File: config.mk
export PLATFORM = sky130hd
export DESIGN_NAME = wdt_top
export DESIGN_NICKNAME = d
export VERILOG_FILES = /design/src/shared/wdt_pkg.sv /design/src/shared/wdt_tick_if.sv /design/src/hdl/wdt_counter.sv /design/src/hdl/wdt_top.sv
export VERILOG_INCLUDE_DIRS = /design/src /design/src/shared
export SDC_FILE = /design/constraint.sdc
export NUM_CORES = 1
export LEC_CHECK = 0
export ABC_AREA = 0
export BUFFER_PORTS_ARGS = -buffer_cell sky130_fd_sc_hd__buf_2
export CAP_MARGIN = 5
export CORE_AREA = 4 4 69 96
export DETAILED_ROUTE_END_ITERATION = 12
export DIE_AREA = 0 0 73 100
export PLACE_DENSITY = 0.89
export SLEW_MARGIN = 20
export SYNTH_ARGS = -nofsm -noshare
export SYNTH_HDL_FRONTEND = slang
export SYNTH_SLANG_ARGS = --single-unit
File: constraint.sdc
create_clock -name mclk -period 2.7 [get_ports mclk]
set_input_delay 0.405 -clock mclk [delete_from_list [all_inputs] [get_ports mclk]]
set_output_delay 0.405 -clock mclk [all_outputs]
set_load 0.005 [all_outputs]
File: src/shared/wdt_map.svh
// register map, field positions and timing constants of the watchdog
`ifndef WDT_MAP_SVH
`define WDT_MAP_SVH
`define RCS_DATA_ADDR 8'h54
`define IO_SPACE_DELTA 8'h20
`define WCS_DATA_ADDR 8'h60
`define RCS_RESET 8'h00
`define WCS_RESET 8'h00
`define BIT_WD_RESET_CAUSE_FLAG 3
`define BIT_BROWNOUT_CAUSE_FLAG 2
`define BIT_PIN_RESET_CAUSE_FLAG 1
`define BIT_POWERON_CAUSE_FLAG 0
`define BIT_IF 7
`define BIT_IE 6
`define BIT_P3 5
`define BIT_CE 4
`define BIT_RE 3
`define CE_WINDOW_CYC 3'h4
`define TICK_BASE_LOG2 11
`define PERIOD_MAX_CODE 4'h9
`define SYS_CLK_HZ 25000000
`define OSC_HZ 128000
`define OSC_DIV_CYC ((`SYS_CLK_HZ) / (`OSC_HZ))
`endif

File: src/shared/wdt_pkg.sv
// types shared by the watchdog modules
package wdt_pkg;
	typedef enum logic [1:0] {
		MODE_STOPPED,
		MODE_IRQ,
		MODE_RESET,
		MODE_IRQ_RESET
	} wd_mode_t;
endpackage

File: src/shared/wdt_tick_if.sv
// timer interface between the control logic and the counter
`timescale 1ns/100ps
interface wdt_tick_if;
	logic run;
	logic restart;
	logic [3:0] period;
	logic timeout;
	modport ctrl (output run, output restart, output period, input timeout);
	modport cnt (input run, input restart, input period, output timeout);
endinterface

File: src/hdl/wdt_counter.sv
// watchdog oscillator divider and period counter
`timescale 1ns/100ps
`include "wdt_map.svh"
module wdt_counter
	import wdt_pkg::*;
(
	input wire logic mclk,
	input wire logic rst,
	wdt_tick_if.cnt tk
);
	logic [9:0] div_r;
	logic [20:0] cnt_r;
	logic osc_tick;
	logic [20:0] limit;
	// one-cycle pulse at the slow oscillator rate
	assign osc_tick = (div_r == 10'(`OSC_DIV_CYC - 1));
	assign limit = 21'(21'h1 << (`TICK_BASE_LOG2 + 32'(tk.period))) - 21'h1;
	assign tk.timeout = tk.run && osc_tick && (cnt_r >= limit);
	// divider free-runs so restart timing matches a separate oscillator
	always_ff @(posedge mclk) begin
		if (rst || osc_tick)
			div_r <= 10'h0;
		else
			div_r <= div_r + 10'h1;
	end
	// counter clears on restart, stop or expiry
	always_ff @(posedge mclk) begin
		if (rst || tk.restart || !tk.run || tk.timeout)
			cnt_r <= 21'h0;
		else if (osc_tick)
			cnt_r <= cnt_r + 21'h1;
	end
endmodule // wdt_counter

File: src/hdl/wdt_top.sv
// watchdog timer with reset cause status register
// Notes on behaviour
// - watchdog reset sets cause bit 3
// - brown-out reset sets cause bit 2
// - pin reset sets cause bit 1
// - power-on sets bit 0; only write clears
// - status register also at io address 0x34
// - timeout in interrupt mode sets bit 7
// - vector execution or writing one clears flag
// - interrupt needs flag, enable, global enable
// - enable only: interrupt mode
// - both enables: interrupt then reset mode
// - vector clears enable and flag there
// - unserviced flag at next timeout resets
// - programmed fuse forces system reset mode
// - reset-enable clear, period change need window
// - change enable self-clears after four cycles
// - reset enable reads set while cause set
// - period code selects 2048 doubling cycles
// - counter runs on separate 128 kHz rate
// - restart instruction zeroes the counter
// - reset mode resets on timeout
`timescale 1ns/100ps
`include "wdt_map.svh"
module wdt_top
	import wdt_pkg::*;
(
	input wire logic mclk,
	input wire logic rst,
	input wire logic por_event,
	input wire logic pin_reset_event,
	input wire logic brownout_event,
	input wire logic wd_always_on_fuse,
	input wire logic wd_restart,
	input wire logic irq_vector_ack,
	input wire logic global_irq_enable,
	input wire logic [7:0] bus_addr,
	input wire logic bus_io_space,
	input wire logic bus_wr,
	input wire logic bus_rd,
	input wire logic [7:0] bus_wdata,
	output logic [7:0] bus_rdata,
	output logic wd_irq_req,
	output logic wd_sys_reset
);
	logic [3:0] cause_r;
	logic wd_irq_flag_r, wd_irq_enable_r, wd_reset_enable_r;
	logic wd_change_enable_r;
	logic [2:0] ce_cnt_r;
	logic [3:0] wd_period_select_r;
	logic [7:0] rdata_r;
	logic sysrst_r;
	logic fuse_s1_r, fuse_s2_r, por_s1_r, por_s2_r;
	logic pin_s1_r, pin_s2_r, bor_s1_r, bor_s2_r;
	logic [7:0] eff_addr;
	logic sel_rcs, sel_wcs, wr_rcs, wr_wcs, fuse_on, re_eff;
	logic win_open, timeout, to_irq, to_reset;
	logic [3:0] period_wr;
	logic [3:0] cause_nxt;
	wd_mode_t mode;
	wdt_tick_if tk ();

	// asynchronous event pins pass a two-stage synchroniser
	always_ff @(posedge mclk) begin
		fuse_s1_r <= wd_always_on_fuse;
		fuse_s2_r <= fuse_s1_r;
		por_s1_r <= por_event;
		por_s2_r <= por_s1_r;
		pin_s1_r <= pin_reset_event;
		pin_s2_r <= pin_s1_r;
		bor_s1_r <= brownout_event;
		bor_s2_r <= bor_s1_r;
	end

	// io-space accesses sit 0x20 below the data-space address
	assign eff_addr = bus_io_space ? bus_addr + `IO_SPACE_DELTA : bus_addr;
	assign sel_rcs = (eff_addr == `RCS_DATA_ADDR);
	assign sel_wcs = (eff_addr == `WCS_DATA_ADDR);
	assign wr_rcs = bus_wr && sel_rcs;
	assign wr_wcs = bus_wr && sel_wcs;

	// mode decode from fuse and enables
	assign fuse_on = !fuse_s2_r;
	assign re_eff = wd_reset_enable_r || cause_r[`BIT_WD_RESET_CAUSE_FLAG];
	always_comb begin
		if (fuse_on)
			mode = MODE_RESET;
		else if (re_eff && wd_irq_enable_r)
			mode = MODE_IRQ_RESET;
		else if (re_eff)
			mode = MODE_RESET;
		else if (wd_irq_enable_r)
			mode = MODE_IRQ;
		else
			mode = MODE_STOPPED;
	end

	assign tk.run = (mode != MODE_STOPPED);
	assign tk.restart = wd_restart;
	assign tk.period = wd_period_select_r;
	assign timeout = tk.timeout;
	// pending unserviced flag in escalation mode turns timeout into reset
	assign to_irq = timeout && (mode == MODE_IRQ ||
		(mode == MODE_IRQ_RESET && !wd_irq_flag_r));
	assign to_reset = timeout && (mode == MODE_RESET ||
		(mode == MODE_IRQ_RESET && wd_irq_flag_r));
	assign win_open = wd_change_enable_r;
	// out-of-range codes are refused and the old period kept
	assign period_wr = {bus_wdata[`BIT_P3], bus_wdata[2:0]};

	wdt_counter u_cnt (
		.mclk(mclk),
		.rst(rst),
		.tk(tk)
	);

	// reset cause bits; hardware set wins over software clear
	always_comb begin
		cause_nxt = cause_r;
		if (wr_rcs)
			cause_nxt = cause_r & bus_wdata[3:0];
		if (por_s2_r)
			cause_nxt = 4'h1;
		else begin
			if (sysrst_r)
				cause_nxt[`BIT_WD_RESET_CAUSE_FLAG] = 1'b1;
			if (bor_s2_r)
				cause_nxt[`BIT_BROWNOUT_CAUSE_FLAG] = 1'b1;
			if (pin_s2_r)
				cause_nxt[`BIT_PIN_RESET_CAUSE_FLAG] = 1'b1;
		end
	end
	// cause register survives the system reset on purpose
	always_ff @(posedge mclk) begin
		cause_r <= cause_nxt;
	end

	// interrupt flag: timeout set wins over clears
	always_ff @(posedge mclk) begin
		if (rst)
			wd_irq_flag_r <= 1'b0;
		else if (to_irq)
			wd_irq_flag_r <= 1'b1;
		else if (irq_vector_ack || (wr_wcs && bus_wdata[`BIT_IF]))
			wd_irq_flag_r <= 1'b0;
	end

	// interrupt enable; vector clears it in escalation mode
	always_ff @(posedge mclk) begin
		if (rst || fuse_on)
			wd_irq_enable_r <= 1'b0;
		else if (irq_vector_ack && mode == MODE_IRQ_RESET)
			wd_irq_enable_r <= 1'b0;
		else if (wr_wcs)
			wd_irq_enable_r <= bus_wdata[`BIT_IE];
	end

	// reset enable may be cleared only inside the window
	always_ff @(posedge mclk) begin
		if (rst)
			wd_reset_enable_r <= 1'b0;
		else if (wr_wcs && (bus_wdata[`BIT_RE] || win_open))
			wd_reset_enable_r <= bus_wdata[`BIT_RE];
	end

	// period select changes only inside the window
	always_ff @(posedge mclk) begin
		if (rst)
			wd_period_select_r <= 4'h0;
		else if (wr_wcs && win_open && period_wr <= `PERIOD_MAX_CODE)
			wd_period_select_r <= period_wr;
	end

	// change window opens on a write of both bits, closes after 4 cycles
	always_ff @(posedge mclk) begin
		if (rst) begin
			wd_change_enable_r <= 1'b0;
			ce_cnt_r <= 3'h0;
		end else if (wr_wcs && bus_wdata[`BIT_CE] && bus_wdata[`BIT_RE]) begin
			wd_change_enable_r <= 1'b1;
			ce_cnt_r <= 3'h0;
		end else if (wr_wcs || ce_cnt_r == `CE_WINDOW_CYC - 3'h1) begin
			wd_change_enable_r <= 1'b0;
			ce_cnt_r <= 3'h0;
		end else if (wd_change_enable_r)
			ce_cnt_r <= ce_cnt_r + 3'h1;
	end

	// one-cycle system reset pulse on timeout
	always_ff @(posedge mclk) begin
		if (rst)
			sysrst_r <= 1'b0;
		else
			sysrst_r <= to_reset;
	end
	assign wd_sys_reset = sysrst_r;
	assign wd_irq_req = wd_irq_flag_r && wd_irq_enable_r &&
		global_irq_enable;

	// registered read data, zero for unmapped addresses
	always_ff @(posedge mclk) begin
		if (rst)
			rdata_r <= 8'h00;
		else if (bus_rd && sel_rcs)
			rdata_r <= {4'h0, cause_r};
		else if (bus_rd && sel_wcs)
			rdata_r <= {wd_irq_flag_r, wd_irq_enable_r,
				wd_period_select_r[3], wd_change_enable_r,
				re_eff || fuse_on, wd_period_select_r[2:0]};
		else
			rdata_r <= 8'h00;
	end
	assign bus_rdata = rdata_r;
endmodule // wdt_top

Word-level counts from Yosys, hierarchy flattened
Index checks and enable logic that the tools add are counted.
{ "classes": {"n_lt_le_gt_ge": 2, "n_bitwise": 2, "n_eq_ne": 7, "mux": 15, "n_shift": 1, "add_sub_neg": 6, "reduce_logical": 44} }
{ "ops": {"columns": ["cell", "n"], "rows": [
  ["$shl A1 B32 Y21 const A", 1],
  ["$add A21 B1 Y21 const B", 1],
  ["$ge A21 B21 Y1", 1],
  ["$sub A21 B1 Y21 const B", 1],
  ["$logic_and A1 B1 Y1", 20],
  ["$eq A8 B7 Y1 const B", 2],
  ["$logic_or A1 B1 Y1", 12],
  ["$mux W4", 3],
  ["$reduce_bool A2 Y1", 6],
  ["$add A10 B1 Y10 const B", 1],
  ["$eq A10 B8 Y1 const B", 1],
  ["$add A8 B6 Y8 const B", 1],
  ["$mux W1", 8],
  ["$mux W8", 1],
  ["$mux W2", 3],
  ["$reduce_or A3 Y1", 2],
  ["$add A4 B4 Y5 const A", 1],
  ["$and A4 B4 Y4", 1],
  ["$eq A2 B2 Y1 const B", 2],
  ["$le A4 B4 Y1 const B", 1],
  ["$add A3 B1 Y3 const B", 1],
  ["$eq A3 B2 Y1 const B", 1],
  ["$logic_not A1 Y1", 3],
  ["$eq A2 B1 Y1 const B", 1],
  ["2 further kinds", 2]
]} }
{ "totals": {"inputBits": 28, "reg_bits": 63} }

Logic depth before layout (Yosys ltp)
{ "logic_depth": {"ltp_word": 9, "depth_mapped": 13, "depth_no_buf": 11} }

Cells and area by module
From an unflattened synthesis, not the netlist that was laid out.
{ "hier_totals": {"hier_cells": 376, "area_unflattened_um2": 3364.5} }
{ "modules_own_cells": {"columns": ["mod", "n_inst", "cells_per_inst", "area_per_inst_um2"], "rows": [
  ["wdt_counter", 1, 252, 2134.5],
  ["wdt_top", 1, 124, 1229.9]
]} }

Worst setup path after synthesis
Ideal clock, no wire load.
{ "synth_timing": {"path_kind": "register to register", "from": "register wd_period_select_r[1] (netlist: tk.period[1])", "to": "register u_cnt.cnt_r[3]", "path_stages_with_launch": 11, "setup_time_ps": 114, "setup_slack_ps": 218, "t_required_ps": 2586, "arrival_time_ps": 2367, "path_buffers": 1, "cell_sequence": "dfxtp_1 -> clkbuf_1 -> a22o_1 -> a22oi_1 -> ha_1 -> a211oi_1 -> o21ai_0 -> a221oi_1 -> o31a_1 -> a211oi_2 -> a2111oi_0"} }
{ "synth_via": {"elab_chain_cells": 6} }
{ "synth_rtl": {"columns": ["item", "line_no", "source"], "rows": [
  ["start, declared", "wdt_top.sv:50", "logic [3:0] wd_period_select_r;"],
  ["start signal, assigned", "wdt_top.sv:171", "wd_period_select_r <= period_wr;"],
  ["$add A4 B4 Y5 (no source line)", null, null],
  ["$shl A1 B32 Y21", "wdt_counter.sv:17", "assign limit = 21'(21'h1 << (`TICK_BASE_LOG2 + 32'(tk.period))) - 21'h1;"],
  ["$sub A21 B1 Y21", "wdt_counter.sv:17", null],
  ["$ge A21 B21 Y1", "wdt_counter.sv:18", "assign tk.timeout = tk.run && osc_tick && (cnt_r >= limit);"],
  ["$logic_and A1 B1 Y1", "wdt_counter.sv:18", null],
  ["$logic_or A1 B1 Y1", "wdt_counter.sv:28", "if (rst || tk.restart || !tk.run || tk.timeout)"],
  ["end signal, assigned", "wdt_counter.sv:31", "cnt_r <= cnt_r + 21'h1;"],
  ["end, declared", "wdt_counter.sv:12", "logic [20:0] cnt_r;"]
]} }
Every way passes these cells.
A chain may end at the register's enable or synchronous reset.

Final worst setup path
{ "layout_timing": {"from": "register wd_period_select_r[3] (netlist: tk.period[3])", "to": "register wd_irq_flag_r"} }
{ "layout_via": {"elab_chain_cells": 7, "elab_cells_between_ends": 8, "classes_between": "2 x add/sub; 1 x order compare; 1 x shift; 1 x mux; 3 x reduce/logical"} }
{ "layout_rtl": {"columns": ["item", "line_no", "source"], "rows": [
  ["$add A4 B4 Y5 (no source line) (*)", null, null],
  ["$shl A1 B32 Y21 (*)", "wdt_counter.sv:17", null],
  ["$sub A21 B1 Y21 (*)", "wdt_counter.sv:17", null],
  ["$ge A21 B21 Y1 (*)", "wdt_counter.sv:18", null],
  ["$logic_and A1 B1 Y1 (*)", "wdt_counter.sv:18", null],
  ["$logic_and A1 B1 Y1 (*)", "wdt_top.sv:103", "assign to_irq = timeout && (mode == MODE_IRQ ||"],
  ["$mux W1 or $reduce_bool A2 Y1 (tied branches)", null, null],
  ["end signal, assigned", "wdt_top.sv:141", "wd_irq_flag_r <= 1'b0;"],
  ["end signal, assigned", "wdt_top.sv:143", "wd_irq_flag_r <= 1'b1;"],
  ["end signal, assigned", "wdt_top.sv:145", "wd_irq_flag_r <= 1'b0;"],
  ["end, declared", "wdt_top.sv:47", "logic wd_irq_flag_r, wd_irq_enable_r, wd_reset_enable_r;"]
]} }
Mark *: on every way between the ends. The rest lies on a longest branch, timed or not.

==> summary.md <==
| Metric | Value |
|---|---|
| IO buf count | 37 |
| Internal | 1432 uW |
| Ys async rst share | 0 |
| Wirelength, routed | 8.221 mm |
| CTS tree | yes |
| Post-route insts no fill | 515 |
| Core region area | 5822 um^2 |
| Die Area | 7300 um^2 |
| Placed Cells | 493 |
| GRT Total Usage | 0.2228 |
| Setup CP Type | flip-flop to flip-flop |
| Yosys top cell area share | 0.3853 |
| Dpl hpwl | 5.729 mm |
| Met3 usage | 0.06212 |
| R2r startpoint | tk.period[3] |
| Initial antenna violation count | 0 |
| Met2 global-route usage | 0.3997 |
| First-pass GRT wire length | 12.98 mm |
| Fraction of the mapped netlist area in adder cells | 0.1070 |
| Critical path's slowest cell | dfxtp_2 |
| Layout fillers | 391 |
| Number of flops mapped to enable cells by yosys | 0 |
| FF-to-FF End | wd_irq_flag_r |
| Largest net degree at the start of global routing | 20 |
| CP startpoint kind | flip-flop |
| Syn-to-layout area delta | 20.83% |
| DIE HEIGHT | 100 um |
| Worst hold path class | input pin to flip-flop |
| Dominant synthesized flop cell | dfxtp_1 |
| Worst hold slack | 160.3 ps |
| Slew Limit Fails | 0 |
| Count leader, synth | dfxtp_1 |
| Synth Register Bits | 63 |
| Synth Area in Compound Gates | 0.1334 |
| Via count | 3143 |
| Power share of the combinational group | 0.049 |
| Critical path startpoint | tk.period[3] |
| PwrDens | 473.9 nW/um^2 |
| Final-stage net count | 496 |
| Crit path DAT | 2940 ps |
| Flop-to-flop setup slack | 4 ps |
| Final hold vios | 0 |
| Antenna Nets Post-Route | 0 |
| Post-synth top area cell | dfxtp_1 |
| Status | finished clean |
| WL per Instance | 15.96 um |
| IO Count | 38 |
| CTS Sinks | 63 |
| Sequential share of power | 0.506 |
| Sequential fraction of the synthesis area | 0.3853 |
| Clk_lat worst skew | 340 ps |
| Period utilisation layout | 0.9987 |
| Clock power frac | 0.445 |
| Sw Ratio | 0.2360 |
| Total power | 1874 uW |
| Avg Cell Area, Syn | 8.546 um^2 |
| Peak Freq | 370.9 MHz |
| Minimum clock period | 2696 ps |
| Crit end category | flip-flop |
| Cells after synthesis | 383 |
| Worst EP required | 2940 ps |
| Root buf cell | clkbuf_8 |
| GRT overflow | 0 |
| Horiz. Die Dim | 73 um |
| M1 GR Usage | 0.2282 |
| Leakage | 0.001633 uW |
| XOR/XNOR Fraction of Synth Area | 0.05352 |
| TritonCTS Buffers | 9 |
| Cell depth of the worst flop-to-flop path | 11 |
| Maximum VDD drop | 0.5273 mV |
| Initial Utilization | 0.5622 |
| CP Capture Point | wd_irq_flag_r |
| Slew HR | 0.4320 |
| Share of layout cells above drive strength 1 | 0.2112 |
| Max-Cap Viols | 0 |
| H-tree depth | 3 |
| Gp weighted congestion | 0.8656 |
| Post-Syn Area | 3273 um^2 |
| DR pass1 iterations | 5 |
| Ant diodes | 0 |
| Final setup viols | 0 |
| Number of global-route vias before repair | 2987 |
| CP cell instances | buf_4, a22oi_2, ha_1, a211oi_2, o21ai_1, a221oi_2, o31a_1, a211oi_4, buf_4, buf_4, a41o_1 |
| Simple-gate area share of the yosys netlist | 0.2645 |
| Net switching power | 442.3 uW |
| Synth top cells by count | dfxtp_1 (63), nor2_1 (39), ha_1 (28) |
| GRT busiest layer | met2 |
| Syn. warnings | 0 |
| Final clock skew | 10.85 ps |
| CP peak stage delay | 410 ps |
| DRC errors left | 0 |
| Initial DRC count | 314 |
| Num rows | 33 |
| Clock transition at path regs | 70 ps |
| Vias per cell | 6.103 |
| Crit-path most repeated cell | buf_4 |
| Clk buf depth | 2 |
| Mux contribution to synthesized area | 0.01567 |
| Hold-fix buffers, CTS | 0 |
| Worst-Margin Slew | 844.9 ps |
| Netlist cell types | 47 |
| Top cells by area, synth | dfxtp_1 (39%), ha_1 (11%), nor2_1 (4.5%), o21ai_0 (3.8%), nand3_1 (3.7%) |
| Crit Path Max Fanout | 8 |
| Largest family of logic cells by synthesized area | simple AND/OR/NAND/NOR gates |
layout make-up:
class                      count  area, um^2  share of cell area
tap                           70       87.58             0.02214
clock buffer                  10       137.6             0.03480
inverter                      19       71.32             0.01803
sequential                    63        1269              0.3208
clock inverter                 6       67.56             0.01708
multi-input combinational    293        1994              0.5043
timing repair buffer          54       327.8             0.08289
worst max-delay path, delay by kind of cell, from the launching register on:
kind / cells / cell delay, ps
flip-flops: 1 / 410
adder cells (fa/ha/maj): 1 / 300
AO/OA/AOI/OAI: 7 / 1400
buffers and inverters: 3 / 480
cells in the final DEF, fill, tap and decap left out, types with 5 or more instances in the layout:
master / synthesis / final
xnor2_1: 10 / 10
nand3_1: 24 / 23
and3_1: 9 / 9
nor2_1: 39 / 38
a21oi_1: 17 / 17
or3_1: 8 / 8
nor4_1: 13 / 13
nor3_1: 22 / 20
buf_2: 4 / 37
buf_4: 0 / 13
clkbuf_8: 0 / 10
inv_1: 19 / 19
nand4_1: 5 / 5
o21ai_0: 25 / 24
and2_1: 8 / 8
ha_1: 28 / 27
xor2_1: 10 / 10
nand2_1: 20 / 19
dfxtp_1: 63 / 59
conb_1: 2 / 7
sequential cells by signal, indices dropped and copies added, names as in the netlist:
name	count
pin_s1_r	1
fuse_s1_r	1
wd_reset_enable_r	1
bor_s1_r	1
u_cnt.cnt_r	21
por_s2_r	1
pin_s2_r	1
wd_sys_reset	1
ce_cnt_r	3
u_cnt.div_r	10
bor_s2_r	1
wd_change_enable_r	1
bus_rdata	8
wd_irq_flag_r	1
wd_irq_enable_r	1
tk.period	4
cause_r	4
por_s1_r	1
fuse_s2_r	1
power by group through the flow:
stage / sequential [uW] / combinational, uW / clock [uW]
global route: 950 / 103 / 893
global placement: 970 / 79.9 / 0
finish: 949 / 91.9 / 834
floorplan: 968 / 50.7 / 0
CTS: 949 / 86.6 / 843
detailed placement: 971 / 85.2 / 0
layer usage:
metal / up-vias / share of wire
li1: 1479 / -
met2: 141 / 0.54
met5: - / 0
met4: 0 / 0.046
met1: 1481 / 0.36
met3: 42 / 0.058
worst min path at each step:
| stage | start | end | slack (ps) | depth (start not counted) |
|---|---|---|---|---|
| 2_1_floorplan | bor_s1_r | bor_s2_r | 310 | 0 |
| 3_3_place_gp | fuse_s1_r | fuse_s2_r | 310 | 0 |
| 3_5_place_dp | bor_s1_r | bor_s2_r | 320 | 0 |
| 4_1_cts | brownout_event | bor_s1_r | 150 | 1 |
| 5_1_grt | brownout_event | bor_s1_r | 140 | 1 |
| 6_report | brownout_event | bor_s1_r | 160 | 1 |
per-stage QoR:
step	cell area (um^2)	setup slack (ps)	TNS (ps)	utilization
6_report	3955	3.576	0	0.6793
5_1_grt	3955	-86.54	-452.3	0.6793
4_1_cts	3806	21.71	0	0.6538
3_5_place_dp	3593	-35.45	-36.07	0.6172
3_3_place_gp	3593	45.46	0	0.6172
2_1_floorplan	3292	218.1	0	-
logic make-up (layout without fill, tap and decap cells):
family,after synthesis,count (layout)
AOI/OAI and AO/OA,70,70
xor gates and xnor gates,20,20
adders and majority gates,28,28
buffers and inverters,32,89
DFF,63,63
muxes,5,5
other,2,7
and+or+nand+nor,163,163
timing repair:
action	4_1_cts	5_1_grt
resized for setup	1	26
pin swaps	0	7
hold endpoints to repair	0	0
gates cloned	0	1
setup buffers	0	5
setup endpoints to repair	8	20
Power figures use the tool's default switching activity.
